File: config.mk
export PLATFORM = sky130hd
export DESIGN_NAME = cfg_agent
export DESIGN_NICKNAME = d
export VERILOG_FILES = /design/src/hdl/cfg_pkg.sv /design/src/hdl/cfg_ps_port.sv /design/src/hdl/cfg_agent.sv
export VERILOG_INCLUDE_DIRS = /design/src /design/src/hdl
export SDC_FILE = /design/constraint.sdc
export NUM_CORES = 1
export LEC_CHECK = 0
export BUFFER_PORTS_ARGS = -buffer_cell sky130_fd_sc_hd__buf_2
export CAP_MARGIN = 20
export CORE_MARGIN = 2
export CORE_UTILIZATION = 46
export DETAILED_ROUTE_END_ITERATION = 6
export PLACE_DENSITY = 0.77
export SYNTH_ARGS = -nofsm -noshare
export SYNTH_HDL_FRONTEND = slang
export SYNTH_SLANG_ARGS = --single-unit
File: constraint.sdc
create_clock -name i_clock -period 2.6 [get_ports i_clock]
set_input_delay 0.39 -clock i_clock [delete_from_list [all_inputs] [get_ports i_clock]]
set_output_delay 0.39 -clock i_clock [all_outputs]
set_load 0.05 [all_outputs]
File: src/hdl/cfg_defs.svh
// constants for the configuration message agent
// Summary of operation
// - write with return address low byte all ones is done without any reply.
// - multi-byte fields travel most significant byte first.
// - local status register access moves one whole 32-bit word per instruction.
// - write is token 192, return address, register number, data, token 1.
// - write answer is tokens 3,1 on success or tokens 4,1 on failure.
// - read is token 193, return address, register number, token 1.
// - read answer is token 3, data word, token 1, or tokens 4,1 on failure.
`ifndef CFG_DEFS_SVH
`define CFG_DEFS_SVH
`define CFG_TOK_WRITE    8'hC0
`define CFG_TOK_READ     8'hC1
`define CFG_TOK_END      8'h01
`define CFG_TOK_ACK      8'h03
`define CFG_TOK_NAK      8'h04
`define CFG_NOREPLY_BYTE 8'hFF
`define CFG_PS_LOW_BYTE  8'h0C
`define CFG_RADDR_BYTES  3'h3
`define CFG_REG_BYTES    3'h2
`define CFG_DATA_BYTES   3'h4
`endif

File: src/hdl/cfg_pkg.sv
// types for the configuration message agent
package cfg_pkg;
    typedef enum logic [3:0] {
        CFG_IDLE, CFG_RADDR, CFG_REGN, CFG_DATA, CFG_END, CFG_DRAIN,
        CFG_ACCESS, CFG_TX_HEAD, CFG_TX_DATA, CFG_TX_END
    } cfg_state_e;
endpackage

File: src/hdl/cfg_ps_port.sv
// local processor status register word access path
`timescale 1ns/1ps
`include "cfg_defs.svh"
module cfg_ps_port
    import cfg_pkg::*;
(
    // clock and reset
    input  wire logic        i_clock,
    input  wire logic        i_rstn,
    // processor side
    input  wire logic        i_ps_valid,
    input  wire logic        i_ps_write,
    input  wire logic [15:0] i_ps_resource,
    input  wire logic [31:0] i_ps_wdata,
    output logic             o_ps_done,
    output logic [31:0]      o_ps_rdata,
    output logic             o_ps_error,
    // register file side
    output logic             o_req,
    output logic             o_write,
    output logic [7:0]       o_regnum,
    output logic [31:0]      o_wdata,
    input  wire logic        i_done,
    input  wire logic        i_ok,
    input  wire logic [31:0] i_rdata,
    input  wire logic        i_grant
);
    // ----------------------------------------
    // resource decode
    // ----------------------------------------
    logic bad_low;
    logic busy_q;
    assign bad_low = (i_ps_resource[7:0] != `CFG_PS_LOW_BYTE);
    // busy holds the request off until valid drops, so one instruction gets one access
    assign o_req    = i_ps_valid & ~bad_low & i_grant & ~busy_q;
    assign o_write  = i_ps_write;
    assign o_regnum = i_ps_resource[15:8];
    assign o_wdata  = i_ps_wdata;

    always_ff @(posedge i_clock or negedge i_rstn) begin
        if (!i_rstn) begin
            o_ps_done  <= 1'b0;
            o_ps_error <= 1'b0;
            o_ps_rdata <= 32'h0000_0000;
            busy_q     <= 1'b0;
        end else begin
            o_ps_done <= 1'b0;
            if (i_ps_valid && bad_low && !busy_q) begin
                o_ps_done  <= 1'b1;
                o_ps_error <= 1'b1;
                busy_q     <= 1'b1;
            end else if (o_req && i_done) begin
                o_ps_done  <= 1'b1;
                o_ps_error <= ~i_ok;
                o_ps_rdata <= i_rdata;
                busy_q     <= 1'b1;
            end else if (!i_ps_valid) begin
                busy_q <= 1'b0;
            end
        end
    end
endmodule

File: src/hdl/cfg_agent.sv
// configuration message agent: token stream decoder, register access and reply
`timescale 1ns/1ps
`include "cfg_defs.svh"
module cfg_agent
    import cfg_pkg::*;
(
    // clock and reset
    input  wire logic        i_clock,
    input  wire logic        i_rstn,
    // incoming token stream
    input  wire logic        i_rx_valid,
    input  wire logic        i_rx_ctrl,
    input  wire logic [7:0]  i_rx_data,
    output logic             o_rx_ready,
    // outgoing token stream
    output logic             o_tx_valid,
    output logic             o_tx_ctrl,
    output logic [7:0]       o_tx_data,
    output logic [23:0]      o_tx_dest,
    input  wire logic        i_tx_ready,
    // local processor status access
    input  wire logic        i_ps_valid,
    input  wire logic        i_ps_write,
    input  wire logic [15:0] i_ps_resource,
    input  wire logic [31:0] i_ps_wdata,
    output logic             o_ps_done,
    output logic [31:0]      o_ps_rdata,
    output logic             o_ps_error,
    // register file
    output logic             o_reg_req,
    output logic             o_reg_write,
    output logic             o_reg_local,
    output logic [15:0]      o_reg_num,
    output logic [31:0]      o_reg_wdata,
    input  wire logic        i_reg_done,
    input  wire logic        i_reg_ok,
    input  wire logic [31:0] i_reg_rdata
);
    // ----------------------------------------
    // message state
    // ----------------------------------------
    cfg_state_e  state_q;
    logic        is_write_q;
    logic        bad_q;
    logic        ok_q;
    logic [2:0]  cnt_q;
    logic [23:0] raddr_q;
    logic [15:0] regn_q;
    logic [31:0] data_q;
    logic        rx_take;
    logic        tx_take;
    logic        msg_req;
    logic        ps_req;
    logic        ps_own_q;
    logic        ps_write;
    logic [7:0]  ps_reg;
    logic [31:0] ps_wdata;

    function automatic logic last_byte(input logic [2:0] cnt, input logic [2:0] n);
        last_byte = (cnt == n - 3'h1);
    endfunction

    assign rx_take    = i_rx_valid & o_rx_ready;
    assign tx_take    = o_tx_valid & i_tx_ready;
    // one message at a time: stop taking input once decoding is done
    assign o_rx_ready = (state_q != CFG_ACCESS) && (state_q != CFG_TX_HEAD) &&
                        (state_q != CFG_TX_DATA) && (state_q != CFG_TX_END);
    assign msg_req    = (state_q == CFG_ACCESS) && !bad_q && !ps_own_q;

    always_ff @(posedge i_clock or negedge i_rstn) begin
        if (!i_rstn) begin
            state_q    <= CFG_IDLE;
            is_write_q <= 1'b0;
            bad_q      <= 1'b0;
            cnt_q      <= 3'h0;
        end else begin
            case (state_q)
                CFG_IDLE: begin
                    cnt_q <= 3'h0;
                    bad_q <= 1'b0;
                    if (rx_take && i_rx_ctrl && i_rx_data == `CFG_TOK_WRITE) begin
                        is_write_q <= 1'b1;
                        state_q    <= CFG_RADDR;
                    end else if (rx_take && i_rx_ctrl && i_rx_data == `CFG_TOK_READ) begin
                        is_write_q <= 1'b0;
                        state_q    <= CFG_RADDR;
                    end
                end
                CFG_RADDR: if (rx_take) begin
                    if (i_rx_ctrl) begin
                        bad_q   <= 1'b1;
                        state_q <= (i_rx_data == `CFG_TOK_END) ? CFG_ACCESS : CFG_DRAIN;
                    end else if (last_byte(cnt_q, `CFG_RADDR_BYTES)) begin
                        cnt_q   <= 3'h0;
                        state_q <= CFG_REGN;
                    end else begin
                        cnt_q <= cnt_q + 3'h1;
                    end
                end
                CFG_REGN: if (rx_take) begin
                    if (i_rx_ctrl) begin
                        bad_q   <= 1'b1;
                        state_q <= (i_rx_data == `CFG_TOK_END) ? CFG_ACCESS : CFG_DRAIN;
                    end else if (last_byte(cnt_q, `CFG_REG_BYTES)) begin
                        cnt_q   <= 3'h0;
                        state_q <= is_write_q ? CFG_DATA : CFG_END;
                    end else begin
                        cnt_q <= cnt_q + 3'h1;
                    end
                end
                CFG_DATA: if (rx_take) begin
                    if (i_rx_ctrl) begin
                        bad_q   <= 1'b1;
                        state_q <= (i_rx_data == `CFG_TOK_END) ? CFG_ACCESS : CFG_DRAIN;
                    end else if (last_byte(cnt_q, `CFG_DATA_BYTES)) begin
                        cnt_q   <= 3'h0;
                        state_q <= CFG_END;
                    end else begin
                        cnt_q <= cnt_q + 3'h1;
                    end
                end
                CFG_END: if (rx_take) begin
                    // a data byte where the closing token belongs makes the message fail
                    if (!(i_rx_ctrl && i_rx_data == `CFG_TOK_END)) begin
                        bad_q <= 1'b1;
                    end
                    state_q <= (i_rx_ctrl && i_rx_data == `CFG_TOK_END) ? CFG_ACCESS : CFG_DRAIN;
                end
                CFG_DRAIN: if (rx_take && i_rx_ctrl && i_rx_data == `CFG_TOK_END) begin
                    state_q <= CFG_ACCESS;
                end
                CFG_ACCESS: if (bad_q || (msg_req && i_reg_done)) begin
                    if (is_write_q && raddr_q[7:0] == `CFG_NOREPLY_BYTE) begin
                        state_q <= CFG_IDLE;
                    end else begin
                        state_q <= CFG_TX_HEAD;
                    end
                end
                CFG_TX_HEAD: if (tx_take) begin
                    cnt_q   <= 3'h0;
                    state_q <= (!is_write_q && ok_q) ? CFG_TX_DATA : CFG_TX_END;
                end
                CFG_TX_DATA: if (tx_take) begin
                    if (last_byte(cnt_q, `CFG_DATA_BYTES)) begin
                        state_q <= CFG_TX_END;
                    end else begin
                        cnt_q <= cnt_q + 3'h1;
                    end
                end
                CFG_TX_END: if (tx_take) begin
                    state_q <= CFG_IDLE;
                end
                default: state_q <= CFG_IDLE;
            endcase
        end
    end

    // ----------------------------------------
    // field capture, most significant byte first
    // ----------------------------------------
    always_ff @(posedge i_clock or negedge i_rstn) begin
        if (!i_rstn) begin
            raddr_q <= 24'h00_0000;
            regn_q  <= 16'h0000;
            data_q  <= 32'h0000_0000;
        end else if (rx_take && !i_rx_ctrl) begin
            if (state_q == CFG_RADDR) begin
                raddr_q <= {raddr_q[15:0], i_rx_data};
            end
            if (state_q == CFG_REGN) begin
                regn_q <= {regn_q[7:0], i_rx_data};
            end
            if (state_q == CFG_DATA) begin
                data_q <= {data_q[23:0], i_rx_data};
            end
        end else if (msg_req && i_reg_done) begin
            data_q <= is_write_q ? data_q : i_reg_rdata;
        end else if (state_q == CFG_TX_DATA && tx_take) begin
            data_q <= {data_q[23:0], 8'h00};
        end
    end

    always_ff @(posedge i_clock or negedge i_rstn) begin
        if (!i_rstn) begin
            ok_q <= 1'b0;
        end else if (state_q == CFG_ACCESS) begin
            ok_q <= !bad_q && i_reg_ok;
        end
    end

    // ----------------------------------------
    // reply stream
    // ----------------------------------------
    assign o_tx_valid = (state_q == CFG_TX_HEAD) || (state_q == CFG_TX_DATA) || (state_q == CFG_TX_END);
    assign o_tx_ctrl  = (state_q != CFG_TX_DATA);
    assign o_tx_dest  = raddr_q;
    always_comb begin
        case (state_q)
            CFG_TX_HEAD: o_tx_data = ok_q ? `CFG_TOK_ACK : `CFG_TOK_NAK;
            CFG_TX_DATA: o_tx_data = data_q[31:24];
            CFG_TX_END:  o_tx_data = `CFG_TOK_END;
            default:     o_tx_data = 8'h00;
        endcase
    end

    // ----------------------------------------
    // register file arbitration; messages win when both start together, otherwise a local access already under way keeps the port
    // ----------------------------------------
    assign o_reg_req   = msg_req | ps_req;
    assign o_reg_local = ~msg_req;
    assign o_reg_write = msg_req ? is_write_q : ps_write;
    assign o_reg_num   = msg_req ? regn_q : {8'h00, ps_reg};
    assign o_reg_wdata = msg_req ? data_q : ps_wdata;

    // a local access already under way keeps the port; a message cutting in would change
    // the register number in the middle of an access
    always_ff @(posedge i_clock or negedge i_rstn) begin
        if (!i_rstn) begin
            ps_own_q <= 1'b0;
        end else begin
            ps_own_q <= ps_req && !i_reg_done;
        end
    end

    cfg_ps_port u_ps (
        .i_clock       (i_clock),
        .i_rstn        (i_rstn),
        .i_ps_valid    (i_ps_valid),
        .i_ps_write    (i_ps_write),
        .i_ps_resource (i_ps_resource),
        .i_ps_wdata    (i_ps_wdata),
        .o_ps_done     (o_ps_done),
        .o_ps_rdata    (o_ps_rdata),
        .o_ps_error    (o_ps_error),
        .o_req         (ps_req),
        .o_write       (ps_write),
        .o_regnum      (ps_reg),
        .o_wdata       (ps_wdata),
        .i_done        (i_reg_done),
        .i_ok          (i_reg_ok),
        .i_rdata       (i_reg_rdata),
        .i_grant       (~msg_req)
    );
endmodule

* Word-level counts from Yosys, hierarchy flattened
Cells that the tools add are included. Widths: inputs -> output; s select.
Word-level totals: memory bits (writable) 0, register bits after elaboration 118, bits of input ports 97, bits in latches 0, memories kept 0, ROM bits 0
Operators by class: shift-type cells 0, $lt $le $gt $ge 0, bitwise logic cells 11, mux-type cells 61, reduce and logical (&&, ||, !) cells 44, div/mod/pow operators 0, add/sub/neg operators 1, eq/ne operators 45, multipliers 0
Operators by type and width (number):
- $mux 32 | 6
- $mux 4 | 18
- $mux 3 | 15
- $pmux 4 s10 | 1
- $ne 2x2->1 const B | 15
- $eq 8x8->1 const B | 3
- $pmux 8 s3 | 1
- $logic_and 1x1->1 | 20
- $pmux 3 s6 | 1
- $eq 4x3->1 const B | 4
- $mux 16 | 1
- $mux 1 | 15
- $ne 3x3->1 const B | 5
- $reduce_and 14->1 | 1
- $reduce_and 10->1 | 1
- $eq 4x2->1 const B | 2
- $eq 4x4->1 const B | 2
- $eq 8x1->1 const B | 1
- $ne 4x3->1 const B | 2
- $ne 4x4->1 const B | 2
- $ne 8x4->1 const B | 1
- $reduce_and 2->1 | 4
- $eq 3x2->1 const B | 2
- $logic_not 1->1 | 6
- 18 further kinds | 33

* Depth between registers and ports, before layout
Gate-level depths: netlist (run 1).
word-level depth 10, depth in mapped cells 8

* Hierarchy
Synthesis (run 1) repeated with hierarchy kept, for this count alone.
Second synthesis, totals: cell total of the unflattened synthesis 642, area total of the unflattened synthesis 6620.1 µm²
Modules (own cells, without submodules):
- cfg_agent | times used 1, area an instance 4817.1 µm², cells each 517
- cfg_ps_port | times used 1, area an instance 1803.0 µm², cells each 125

* Least setup slack after synthesis (run 1)
No wires, ideal clock.
path type reg-to-output, start point reg state_q[0], end point out o_reg_write, required time 2210 ps, path slack -389 ps, cell stages (with the launch flop) 6, arrival 2599 ps, path buffers 1, path through dfrtp_1 > clkbuf_1 > nand4bb_1 > nor3_1 > clkinv_1 > o21ai_0
On the way: word-level cells in the longest chain between the ends 4
RTL lines:
- start, declared | RTL line cfg_agent.sv:42 | cfg_state_e state_q;
- start signal, assigned | RTL line cfg_agent.sv:92 | state_q <= (i_rx_data == `CFG_TOK_END) ? CFG_ACCESS : CFG_DRAIN;
- start signal, assigned | RTL line cfg_agent.sv:103 | state_q <= (i_rx_data == `CFG_TOK_END) ? CFG_ACCESS : CFG_DRAIN;
- start signal, assigned | RTL line cfg_agent.sv:106 | state_q <= is_write_q ? CFG_DATA : CFG_END;
- $eq 4x3->1 | RTL line cfg_agent.sv:68 | assign msg_req = (state_q == CFG_ACCESS) && !bad_q && !ps_own_q;
- $logic_and 1x1->1 (2 in a row) | RTL line cfg_agent.sv:68
- $mux 1 | RTL line cfg_agent.sv:211 | assign o_reg_write = msg_req ? is_write_q : ps_write;
- end, declared | RTL line cfg_agent.sv:31 | output logic o_reg_write,
No other way between the ends.

* Worst setup path in the final report (run 1)
start point reg state_q[1], end point out o_tx_data[2]
On the way: word-level cells in the longest chain between the ends 2
RTL lines:
- $eq 4x4->1 / $eq 4x3->1 (equally long branches) | RTL line cfg_agent.sv:198 | case (state_q)
- $pmux 8 s3 * | RTL line cfg_agent.sv:198
- end, declared | RTL line cfg_agent.sv:18 | output logic [7:0] o_tx_data,
Mark *: on every way between the ends. The rest lies on a longest branch, timed or not.

==> results of run 1 <==
==> layer usage <==
metal | GRT usage | up-vias | share of wire | routed length (um)
met3 | 0.0618 | 32 | 0.050 | 832
li1 | - | 2471 | - | -
met2 | 0.381 | 177 | 0.49 | 8190
met5 | 0 | - | 0 | 0
met4 | 0.0908 | 0 | 0.024 | 393
met1 | 0.287 | 2542 | 0.44 | 7260
==> through the flow <==
step	cells	hold slack, ps
after floorplan	573	94.4
after global placement	953	395
after detailed placement	953	393
after CTS	991	185
after global routing	994	202
final	994	213
==> cells by family after synthesis <==
logic type	Yosys count	share of synthesized area
XOR/XNOR	2	0.00280
buffers and inverters	48	0.0370
flip-flops	118	0.472
multiplexers	135	0.258
AND/OR/NAND/NOR	204	0.152
AO/OA/AOI/OAI	61	0.0680
adder cells (fa/ha/maj)	5	0.0100
==> worst paths after layout <==
kind | start | to | slack, ps | depth (start not counted)
max in group asynchronous | i_rstn | u_ps.o_ps_rdata[30]$_DFFE_PN0P_ | 1410 | 3
worst max register to register | cnt_q[1]$_DFFE_PN0P_ | state_q[0]$_DFFE_PN0P_ | 100 | 7
min in group asynchronous | i_rstn | u_ps.o_ps_rdata[14]$_DFFE_PN0P_ | 480 | 2
worst max-delay path | state_q[1]$_DFFE_PN0P_ | o_tx_data[2] | 90 | 6
worst min-delay path | i_reg_rdata[10] | u_ps.o_ps_rdata[10]$_DFFE_PN0P_ | 210 | 2
worst min register to register | u_ps.o_ps_error$_DFFE_PN0P_ | u_ps.o_ps_error$_DFFE_PN0P_ | 490 | 2
==> area by class of cell <==
cell class                 count  area (sq um)  area share
clock buffer                  22           464      0.0548
sequential                   118          2960       0.349
clock inverter                 9           174      0.0205
timing repair buffer         251          1470       0.174
inverter                      11          41.3     0.00488
multi-input combinational    407          3140       0.370
tap                          176           220      0.0260
==> report_power, final <==
part / switching (mW) / internal, mW / leakage, nW
Sequential: 0.353 / 2.30 / 1.56
Combinational: 2.07 / 1.31 / 2.72
Clock: 0.811 / 1.74 / 0.314
==> registers in the layout (all words and copies together), names as in the netlist <==
signal	cells
ps_own_q	1
cnt_q	3
state_q	4
regn_q	16
u_ps.o_ps_rdata	32
u_ps.o_ps_done	1
data_q	32
bad_q	1
is_write_q	1
o_tx_dest	24
ok_q	1
u_ps.busy_q	1
u_ps.o_ps_error	1
==> layout by cell type, fill, tap and decap left out, drive strengths merged, types with 5 or more instances in the layout <==
cell type	netlist	layout
buf	9	237
nand2	138	138
mux2	130	130
dfrtp	118	118
clkbuf	28	35
o21ai	14	14
a21oi	11	11
inv	10	10
and2	10	10
a22o	10	10
and3	8	8
nor3	6	6
nor4	5	5
nand2b	5	5
nor2	5	5
mux2i	5	5
bufinv	0	5
o31ai	5	5
ha	5	5
clkinv	1	5
==> timing repair <==
action                                 4_1_cts  5_1_grt
gates resized for setup                     15       34
setup endpoints to repair                   59       52
setup buffers                                6        3
endpoints found under the hold margin       37        0
cloned                                       0        0
hold buffers                                 1        0
pin swaps                                    2        5
==> run summary, run 1 <==
The cell family contributing the most delay on the critical path is simple AND/OR/NAND/NOR gates. The H-tree generated during clock tree synthesis spans 4 levels. For the number of global-route vias before repair, the log shows 4922. Timing analysis after detailed placement gives a worst setup slack of -270 ps.

The commonest cells after synthesis are sky130_fd_sc_hd__nand2_1 (138), sky130_fd_sc_hd__dfrtp_1 (118), sky130_fd_sc_hd__mux2_2 (104). The worst max-slew margin expressed relative to the limit was 0.561. After synthesis the cells add up to 6250 sq um. The tools report the root buffer cell as sky130_fd_sc_hd__clkbuf_16.

The tools report the post-layout worst setup margin as 85.4 ps. The largest single stage delay on the critical path is 470 ps. Of all nets on the critical path, the largest fanout is 9. The y dimension of the die is 121 um, and the portion of the post-synthesis area used by sequential elements is 0.472. The tools report the die area as 14500 sq um. VDD sags by at most 794 uV.

Type of element capturing the critical path: a primary output. For the total number of nets in the final design, the log shows 908. The number of flops mapped to enable cells by yosys came out at 0. The distinct cell type count of the synthesized netlist came out at 57. The horizontal die dimension was 121 um; the antenna diode count was 0. Global-route total usage across every layer: 0.230. The critical path contains buffers and inverters numbering 2 combined. The run gives 675 as the synthesized netlist net count. The min-delay analysis places its worst path in the category in -> reg. Sorting the synthesized cells by area gives the leading types as sky130_fd_sc_hd__dfrtp_1 (47%), sky130_fd_sc_hd__mux2_2 (19%), sky130_fd_sc_hd__nand2_1 (8.3%).

Static timing analysis puts the maximum clock frequency at 398 MHz. The slowest stage of the critical path is the sky130_fd_sc_hd__dfrtp_2 cell. Final number of max-transition violations: 0. Number of storage elements in the synthesis netlist: 118. The max-capacitance violation count is 0, and the number of buffer cells added on primary ports is 216.

The post-route cell area is 8460 sq um, and the mean cell area of the mapped netlist is 10.9 sq um. The flow ran to the end, and the final reports show no timing, DRC or antenna violations. Share of the synthesized area in the top cell type: 0.472. The slew at the pin closest to its max-slew limit was 657 ps.

The effective utilization at floorplan was 0.472; the total leakage power was 4.60 nW. Fill cells in the final layout number 1051. The final RePlAce weighted congestion is 0.877. Setup repair after global routing could not meet its margin everywhere. The number of violations reported at the end of detailed-routing iteration 0 is 262.

For the worst-skew pair, the clock arrives at the later sink with an insertion delay of 420 ps. At the worst endpoint, the required time is 2210 ps. For the number of standard-cell rows in the floorplan, the log shows 42. The tools report the clock sink count as 118. Walking the worst path, the cells encountered are buf_4 > nor3_2 > and2_1 > nand2_1 > o21ai_1 > buf_2. For the final number of hold-violating endpoints, the log shows 0. For the final routed database, the setup TNS stands at 0 ps.

Final period utilization: 0.967. The fraction of layout instances using a drive strength above 1 came out at 0.522. Core region area: 13200 sq um.

Dividing the detail-routed via count by the number of cells gives 5.25. The async set-reset flop share out of synthesis is 1.00. The cell type with the highest aggregate area in the netlist was sky130_fd_sc_hd__dfrtp_1.

The first TritonRoute pass finished after 5 iterations. The run gives 0 as the total congestion overflow after global routing. The run gives 0.639 as the final standard cell utilization of the core.

For the maximum clock skew at final layout, the log shows 10.8 ps. For this run, design rule violations remaining after detail routing come to 0. The routed wire length per instance came out at 16.8 um. The critical path is of the reg -> out type.

Counting every instance in the synthesized netlist gives 573. In this run the cell area measured after placement is 7610 sq um. Data arrives at the worst endpoint at 2120 ps. The number of antenna violations at the first check in global routing is 0. In this run the power density over the cells is 1010 nW/um^2.

For this run, the leading register cell type out of synthesis is sky130_fd_sc_hd__dfrtp_1. The sort of element at the start of the critical path was a register. By instance count, the leading cell after synthesis is sky130_fd_sc_hd__nand2_1.

The clock transition at the registers of the reported paths came out at 60 ps. The HPWL after detailed placement is 12300 um. The aggregate routed wire length is 16700 um. Entering global routing, the biggest net connects 58 pins.

Setup violations remaining at the end of the flow were counted as 0. TritonCTS built the clock tree. For this run, the number of Yosys warnings is 0.

The logs give 217 for the number of primary I/O pins and 25600 um for the wire length of the first global-routing pass. Overall power consumption after layout is estimated at 8.59 mW. In this run, CTS created clock tree buffers numbering 17. The clock period could shrink to 2510 ps. The clock passes through at most 2 buffers. The count of nets left with antenna violations once routing finished came out at 0. Across all layers, the routed design uses 5222 vias. The area growth from synthesis to layout is 35.3%.
No activity file was read; power rests on OpenSTA's default activity.
==> run 2, diff against run 1 <==
Settings changed: ABC_AREA from default to 1, PLACE_DENSITY 0.77 to 0.78.
==> run summary, run 2 <==
The run finished with clean final reports. The run gives 6140 sq um (-1.8%) as the synthesized area. The critical path starts at state_q[3]$_DFFE_PN0P_. The number of storage elements in the synthesis netlist was 118 (unchanged). The final number of max-transition violations was 0 (unchanged).

The total power density per cell area works out to 1070 nW/um^2 (+5.6%). The y dimension of the die was 120 um (-0.88%). In the synthesized netlist the dominant register cell turns out to be sky130_fd_sc_hd__dfrtp_1. The share of the synthesized area in the top cell type is 0.481 (+0.00876). The logs give 5 (unchanged) for the total iterations of the first detailed-routing run and 0 (unchanged) for the count of final setup violators.

The library cells used most frequently in the layout, excluding fill and tap cells, are sky130_fd_sc_hd__nand2_1 (258), sky130_fd_sc_hd__buf_2 (180), sky130_fd_sc_hd__dfrtp_1 (116). The routed wire length per instance is 14.6 um (-13%). The tools report the residual antenna-violating net count after detailed routing as 0 (unchanged). The mean cell area of the mapped netlist was 7.40 sq um (-32%). The min-delay analysis places its worst path in the category in -> reg.

The final critical-path required period came out at 2520 ps (+4.28 ps). The final hold slack was 208 ps (-5.56 ps). The reg-to-reg setup timing slack was 300 ps (+200 ps). The slew at the pin closest to its max-slew limit was 641 ps (-16.7 ps). In the synthesized netlist, the cells that appear most often are sky130_fd_sc_hd__nand2_1 (259), sky130_fd_sc_hd__dfrtp_1 (118), sky130_fd_sc_hd__o21ai_0 (117).

The run gives 0.885 (+0.95%) as the final RePlAce weighted congestion. For the met3 track utilization from global routing, the log shows 0.0542 (-0.00761). For the worst-case setup slack after placement, the log shows 229 ps (+500 ps).

The number of buffer cells added on primary ports works out to 216 (unchanged). Clock transition at the registers of the reported paths: 60 ps (about the same). The logs give 13200 um (+7.2%) for the post-DP HPWL and 13100 sq um (-0.79%) for the core region area.

Number of global-route vias before repair: 5874 (+19%). The clock sink count was 118 (unchanged). The final number of hold-violating endpoints was 0 (unchanged); the maximum fanout count along the critical path was 25 (+16). The tools report the number of primary I/O pins as 217 (unchanged). The async set-reset flop share out of synthesis came out at 1.00 (unchanged). Total congestion overflow after global routing: 0 (unchanged).

Length in cells of the worst reg-to-reg path: 12 (+5). TritonCTS built the clock tree. The tools report the buffer depth of the longest clock path as 2 (unchanged).

By area, the combinational part of the netlist is dominated by simple AND/OR/NAND/NOR gates. Pin count of the biggest net entering global routing: 68 (+17%). Origin of the critical flop-to-flop path: state_q[1]$_DFFE_PN0P_. The number of flops mapped to enable cells by yosys was 0 (unchanged).

The worst max-slew margin expressed relative to the limit came out at 0.573 (+0.0122). The run gives 830 (+45%) as the gate count of the mapped netlist. The run gives 17 (unchanged) as the CTS buffer count. The critical path data required time was 2210 ps (about the same); the horizontal die dimension was 120 um (-0.88%). The tools report the total power as 8.70 mW (+1.3%). The number of violations reported at the end of detailed-routing iteration 0 was 481 (+84%); the detail-routed via count per cell was 4.95 (-5.7%). The maximum clock skew at final layout was 7.99 ps (-2.83 ps). The kind of critical path was reg -> out. The routing usage on met2 was 0.417 (+0.0361).

The die area was 14300 sq um (-1.8%). The synthesized-area fraction occupied by xor and xnor cells works out to 0 (-0.00280). The signed area change from the synthesized netlist to the final layout works out to 32.3%. The residual DRC count came out at 0 (unchanged).

The distinct cell type count of the synthesized netlist came out at 32 (-44%). Portion of the post-synthesis area used by sequential elements: 0.481 (+0.00876). The number of vias in the routed layout is 6116 (+17%), and the post-synthesis compound-gate area fraction is 0.157 (+0.0891).

The peak clock frequency supported by timing was 397 MHz (-0.17%); the arrival time of the worst setup path was 2130 ps (about the same). The run gives 473 uV (-40%) as the worst-case vdd ir drop. Aggregate routed wire length: 18000 um (+8.1%).

The share of cell area taken by muxes after synthesis is 0 (-0.258), and the number of antenna violations at the first check in global routing is 1 (+1). Fraction of layout instances using a drive strength above 1: 0.275 (-0.247). Leaving out fill and tap cells, the most frequent cell in the layout is sky130_fd_sc_hd__nand2_1.

The tools report the max-capacitance violation count as 0 (unchanged). The area share of fa/ha/maj cells after synthesis is 0.0102 (+0.000186). The root buffer cell is sky130_fd_sc_hd__clkbuf_16.

For the number of standard-cell rows in the floorplan, the log shows 42 (unchanged). The tools report the fill cell instance count of the final layout as 1204 (+15%). STA classifies the critical path endpoint as a primary output. In this run the most critical hold path is launched from i_reg_done.

The tools report the global-route total usage across every layer as 0.261 (+0.0304). The fraction of the mapped netlist area in simple logic gates is 0.240 (+0.0878). Met1 usage: 0.348 (+0.0609).

The count of warnings emitted by yosys is 0 (unchanged). Final standard cell utilization of the core: 0.618 (-0.0207). Ranked by total cell area, the synthesized netlist is headed by sky130_fd_sc_hd__dfrtp_1 (48%), sky130_fd_sc_hd__nand2_1 (16%), sky130_fd_sc_hd__o21ai_0 (9.5%).

Among all cell types in the netlist, the one instantiated most often is sky130_fd_sc_hd__nand2_1. The logs give 1235 (+24%) for the non-filler instance count after layout and 4.50 nW (-2.0%) for the total leakage power. The run gives 430 ps (about the same) as the source-to-sink clock delay at the later pin of the worst-skew pair. STA classifies the critical path startpoint as a register.

The final period utilization is 0.969 (+0.00165), and the number of instances on the worst hold path is 2 (unchanged). The logs give 81.1 ps (-4.28 ps) for the post-layout worst setup margin and 1147 (+26%) for the total number of nets in the final design. The logs give 0.467 (-0.00489) for the effective utilization at floorplan and 4 (unchanged) for the number of H-tree levels. met2 is the most crowded layer. The instance count after placement with tap cells included is 1200 (+26%). The wire length of the first global-routing pass came out at 29200 um (+14%).

The run gives 932 (+38%) as the synthesized netlist net count. The cell type with the highest aggregate area in the netlist was sky130_fd_sc_hd__dfrtp_1. The endpoint identified for the worst register-to-register timing path is data_q[29]$_DFFE_PN0P_. Timing endpoint of the critical path: o_reg_wdata[11].
## run 2: cell types whose count changed in the layout (fill, tap and decap cells not counted), sizes merged, moves of 31 or more
cell   previous run  this run
inv              10       125
nand2           138       265
o21ai            14       167
nand3             4        35
mux2            130         0
nor2              5        48
## run 2: worst min-delay path by stage
stage                                endpoint  slack [ps]
floorplan                   bad_q$_DFFE_PN0P_          90
global placement    o_tx_dest[18]$_DFFE_PN0P_         440
detailed placement  o_tx_dest[18]$_DFFE_PN0P_         440
CTS                          ok_q$_DFFE_PN0N_         190
global route          u_ps.busy_q$_DFFE_PN0P_         220
finish                     ps_own_q$_DFF_PN0_         210
## run 2: worst max-delay path, cell delays in order, from the launching register on
cell                      delay [ps]
sky130_fd_sc_hd__dfrtp_2         440
sky130_fd_sc_hd__inv_2            60
sky130_fd_sc_hd__nand2_1          90
sky130_fd_sc_hd__nor2_4          170
sky130_fd_sc_hd__nand2_1         100
sky130_fd_sc_hd__nor2_4          180
sky130_fd_sc_hd__inv_8           100
sky130_fd_sc_hd__buf_4           190
sky130_fd_sc_hd__nand2_1          90
sky130_fd_sc_hd__o21ai_1          60
sky130_fd_sc_hd__buf_2           210
## run 2: where the power goes
group	internal (mW)	total (mW)	switching (mW)
Sequential	2.41	2.78	0.369
Combinational	1.02	3.66	2.64
Clock	1.33	2.26	0.933
Total	4.76	8.70	3.94
## run 2: timing repair
action,CTS,global route
setup endpoints to repair,46,44
hold buffers,1,0
pin swaps,0,1
endpoints found under the hold margin,12,0
gates resized for setup,28,29
buffers inserted,0,1
## run 2: cell families after synthesis
kind of cell,after synthesis
flip-flops,118
AND/OR/NAND/NOR,359
buffers and inverters,160
AO/OA/AOI/OAI,188
adder cells (fa/ha/maj),5
## run 2: layout make-up
| class | instances | area, sq um | area share |
|---|---|---|---|
| clock inverters | 15 | 146 | 0.0180 |
| clock buffers | 17 | 425 | 0.0524 |
| well taps | 176 | 220 | 0.0271 |
| diodes | 1 | 2.50 | 0.000308 |
| inverters | 121 | 464 | 0.0571 |
| multi-input cells | 552 | 2530 | 0.311 |
| repair buffers | 235 | 1380 | 0.170 |
| flip-flops and latches | 118 | 2960 | 0.364 |
## run 2: layer usage
layer  up-vias  routed length, um
met1      2822               8010
met3        33                944
met2       204               8640
li1       3057                  -
met5         -                  0
met4         0                426
## run 2: metrics by stage
step	cell area [sq um]	TNS (ps)
2_1_floorplan	6140	-1610
3_3_place_gp	7390	0
3_5_place_dp	7390	0
4_1_cts	8040	-12.3
5_1_grt	8120	-170
6_report	8120	0
==> run 3, diff against run 2 <==
Settings changed: CORE_UTILIZATION 46 to 47, CTS_BUF_LIST from default to sky130_fd_sc_hd__clkbuf_2, PLACE_DENSITY 0.78 to 0.79.
==> run summary, run 3 (synthesized netlist as in run 2, its figures left out) <==
For the peak clock frequency supported by timing, the log shows 373 MHz (-6.0%). Final number of max-transition violations: 0 (unchanged). The total number of nets in the final design was 1204 (+5.0%); the horizontal die dimension was 118 um (-1.0%). The logs give 12900 um (-2.3%) for the post-DP HPWL and 0.519 (+0.098) for the relative contribution of combinational cells to total power.

The tools report the number of standard-cell rows in the floorplan as 41 (-2.4%). By startpoint and endpoint, the worst setup path is classified as reg -> out. The logs give 6794 (+11%) for the number of vias in the routed layout and 4.84 nW (+7.4%) for the total leakage power. The number of antenna violations at the first check in global routing came out at 0 (-1). The tools report the post-route cell area as 9190 sq um (+13%).

The maximum fanout count along the critical path was 19 (-24%). The total congestion overflow after global routing is 0 (unchanged), and the aggregate routed wire length is 21600 um (+20%). Number of buffer cells added on primary ports: 216 (unchanged). Antenna diode count: 0 (-1). The run finished, with violations left. The worst stage delay on the critical path was 430 ps (about the same); the source-to-sink clock delay at the later pin of the worst-skew pair was 690 ps (+260 ps).

The slew at the pin closest to its max-slew limit was 864 ps (+223 ps); the pin count of the biggest net entering global routing was 68 (unchanged). TritonCTS built the clock tree. The worst max-slew margin expressed relative to the limit was 0.424 (-0.149). The total power density per cell area is 913 nW/um^2 (-15%). The tools report the instance count after placement with tap cells included as 1192 (-0.67%). Effective utilization at floorplan: 0.485 (+0.0172). The run gives -80.1 ps (-161 ps) as the post-layout worst setup margin.

The switching component of the power is 4.14 mW (+5.0%), and the proportion of total power due to net switching is 0.494 (+0.0410). The final period utilization is 1.03 (+0.0620), and the placed instance area is 7360 sq um (-0.30%). The tools report the number of violations reported at the end of detailed-routing iteration 0 as 726 (+51%).

The logs give 14000 sq um (-2.1%) for the die area and 0.287 (+0.0263) for the global-route total usage across every layer. The tools report the type of element capturing the critical path as a primary output. The slowest stage of the critical path is the sky130_fd_sc_hd__dfrtp_1 cell. Y dimension of the die: 118 um (-1.0%). The routed wire length per instance was 16.8 um (+15%); the max-capacitance violation count was 0 (unchanged).

The signed area change from the synthesized netlist to the final layout was 49.6%; the number of primary I/O pins was 217 (unchanged). The detail-routed via count per cell was 5.28 (+6.7%); the count of final setup violators was 43 (+43). The run gives 17 (unchanged) as the CTS buffer count.

The tools report the root buffer cell as sky130_fd_sc_hd__clkbuf_2. Walking the worst path, the cells encountered are inv_2 > nand2_4 > nor2_4 > nand2_2 > nor2_4 > buf_12 > inv_12 > buf_16 > nand2_2 > o21ai_4 > buf_6. The library cell used most frequently in the layout, excluding fill and tap cells, is sky130_fd_sc_hd__nand2_1. The final reports fail on negative setup slack. Wire length of the first global-routing pass: 31900 um (+9.3%). For the arrival time of the worst setup path, the log shows 2290 ps (+160 ps). Final critical-path required period: 2680 ps (+161 ps). The worst setup path is launched from a register.

The clock network fraction of total power was 0.152 (-0.108); the clock transition at the registers of the reported paths was 200 ps (+140 ps). The critical path data required time came out at 2210 ps (about the same). Setup repair after global routing could not meet its margin everywhere. The library cells used most frequently in the layout, excluding fill and tap cells, are sky130_fd_sc_hd__nand2_1 (232), sky130_fd_sc_hd__buf_2 (154), sky130_fd_sc_hd__dfrtp_1 (117). The final RePlAce weighted congestion was 0.910 (+2.8%); the number of global-route vias before repair was 6524 (+11%).

The final standard cell utilization of the core was 0.725 (+0.107); the final number of hold-violating endpoints was 0 (unchanged). The logs give 7 (+2) for the total iterations of the first detailed-routing run and 2 (unchanged) for the buffer depth of the longest clock path. The tools report the internal power component as 4.24 mW (-11%).

The part of the total power dissipated in sequential elements was 0.329 (+0.010); the clock sink count was 118 (unchanged). In this run the worst hold path is classified as in -> reg. The run gives 0 (unchanged) as the residual antenna-violating net count after detailed routing.

The tools report the worst-case vdd ir drop as 704 uV (+49%). Cell family contributing the most delay on the critical path: buffers and inverters. Core region area: 12700 sq um (-3.6%).

Fraction of layout instances using a drive strength above 1: 0.338 (+0.0625). The maximum clock skew at final layout came out at 25.6 ps (+17.6 ps). The non-filler instance count after layout came out at 1286 (+4.1%). The number of buffer and inverter instances along the worst setup path is 5 (+1), and the total negative setup slack is -1580 ps (-1580 ps).

The tools report the residual DRC count as 0 (unchanged). The number of H-tree levels is 4 (unchanged).
-- run 3: cell type report --
cell class | instances | area (sq um)
tap | 172 | 215
fill | 901 | 3490
multi-input combinational | 552 | 2980
sequential | 118 | 2950
clock inverter | 14 | 159
inverter | 121 | 469
clock buffer | 17 | 85.1
timing repair inverter | 2 | 22.5
timing repair buffer | 290 | 2300
-- run 3: worst register-to-register path, stage by stage, from the launching register on --
cell,delay [ps]
sky130_fd_sc_hd__dfrtp_2,470
sky130_fd_sc_hd__buf_4,150
sky130_fd_sc_hd__inv_1,60
sky130_fd_sc_hd__nor2_1,80
sky130_fd_sc_hd__nand2_1,180
sky130_fd_sc_hd__nand3_2,110
sky130_fd_sc_hd__nor2_4,180
sky130_fd_sc_hd__nand2_8,110
sky130_fd_sc_hd__inv_4,180
sky130_fd_sc_hd__nand2_2,100
sky130_fd_sc_hd__nand2_4,240
sky130_fd_sc_hd__buf_12,250
sky130_fd_sc_hd__nand2_1,110
sky130_fd_sc_hd__o21ai_1,90
-- run 3: stage by stage --
step / setup slack, ps / hold WS [ps] / power, mW
CTS: -100 / 2.83 / 8.00
finish: -80.1 / 62.0 / 8.38
detailed placement: 261 / 456 / 6.35
global route: -166 / 34.5 / 8.87
global placement: 351 / 448 / 6.29
floorplan: -202 / 94.4 / 5.37
-- run 3: repair_timing --
item	4_1_cts	5_1_grt
hold endpoints to repair	105	0
pin swaps	3	2
setup buffers	7	5
gates cloned	3	4
hold buffers	44	0
setup endpoints to repair	53	57
gates resized for setup	165	95
-- run 3: per-layer routing --
metal  vias up  part of all wire  global-route usage
li1       3177                 -                   -
met4         0             0.042               0.138
met1      3181              0.38               0.352
met5         -                 0                   0
met2       361              0.50               0.478
met3        75             0.071              0.0637
-- run 3: final timing paths --
path	start	end	slack [ps]	cells after the start
worst max register to register	state_q[1]$_DFFE_PN0P_	data_q[28]$_DFFE_PN0P_	240	13
worst min register to register	o_tx_dest[20]$_DFFE_PN0P_	o_tx_dest[20]$_DFFE_PN0P_	490	2
min in group asynchronous	i_rstn	o_tx_dest[17]$_DFFE_PN0P_	320	2
worst min-delay path	i_rx_data[4]	regn_q[4]$_DFFE_PN0P_	60	3
max in group asynchronous	i_rstn	regn_q[15]$_DFFE_PN0P_	1570	3
worst max-delay path	state_q[3]$_DFFE_PN0P_	o_reg_wdata[6]	-80	11
-- run 3: power by group through the flow --
| stage | combinational (mW) | sequential (mW) | clock (mW) |
|---|---|---|---|
| 2_1_floorplan | 2.05 | 3.32 | 0 |
| 3_3_place_gp | 3.53 | 2.76 | 0 |
| 3_5_place_dp | 3.57 | 2.78 | 0 |
| 4_1_cts | 3.98 | 2.74 | 1.28 |
| 5_1_grt | 4.69 | 2.82 | 1.36 |
| 6_report | 4.35 | 2.75 | 1.27 |
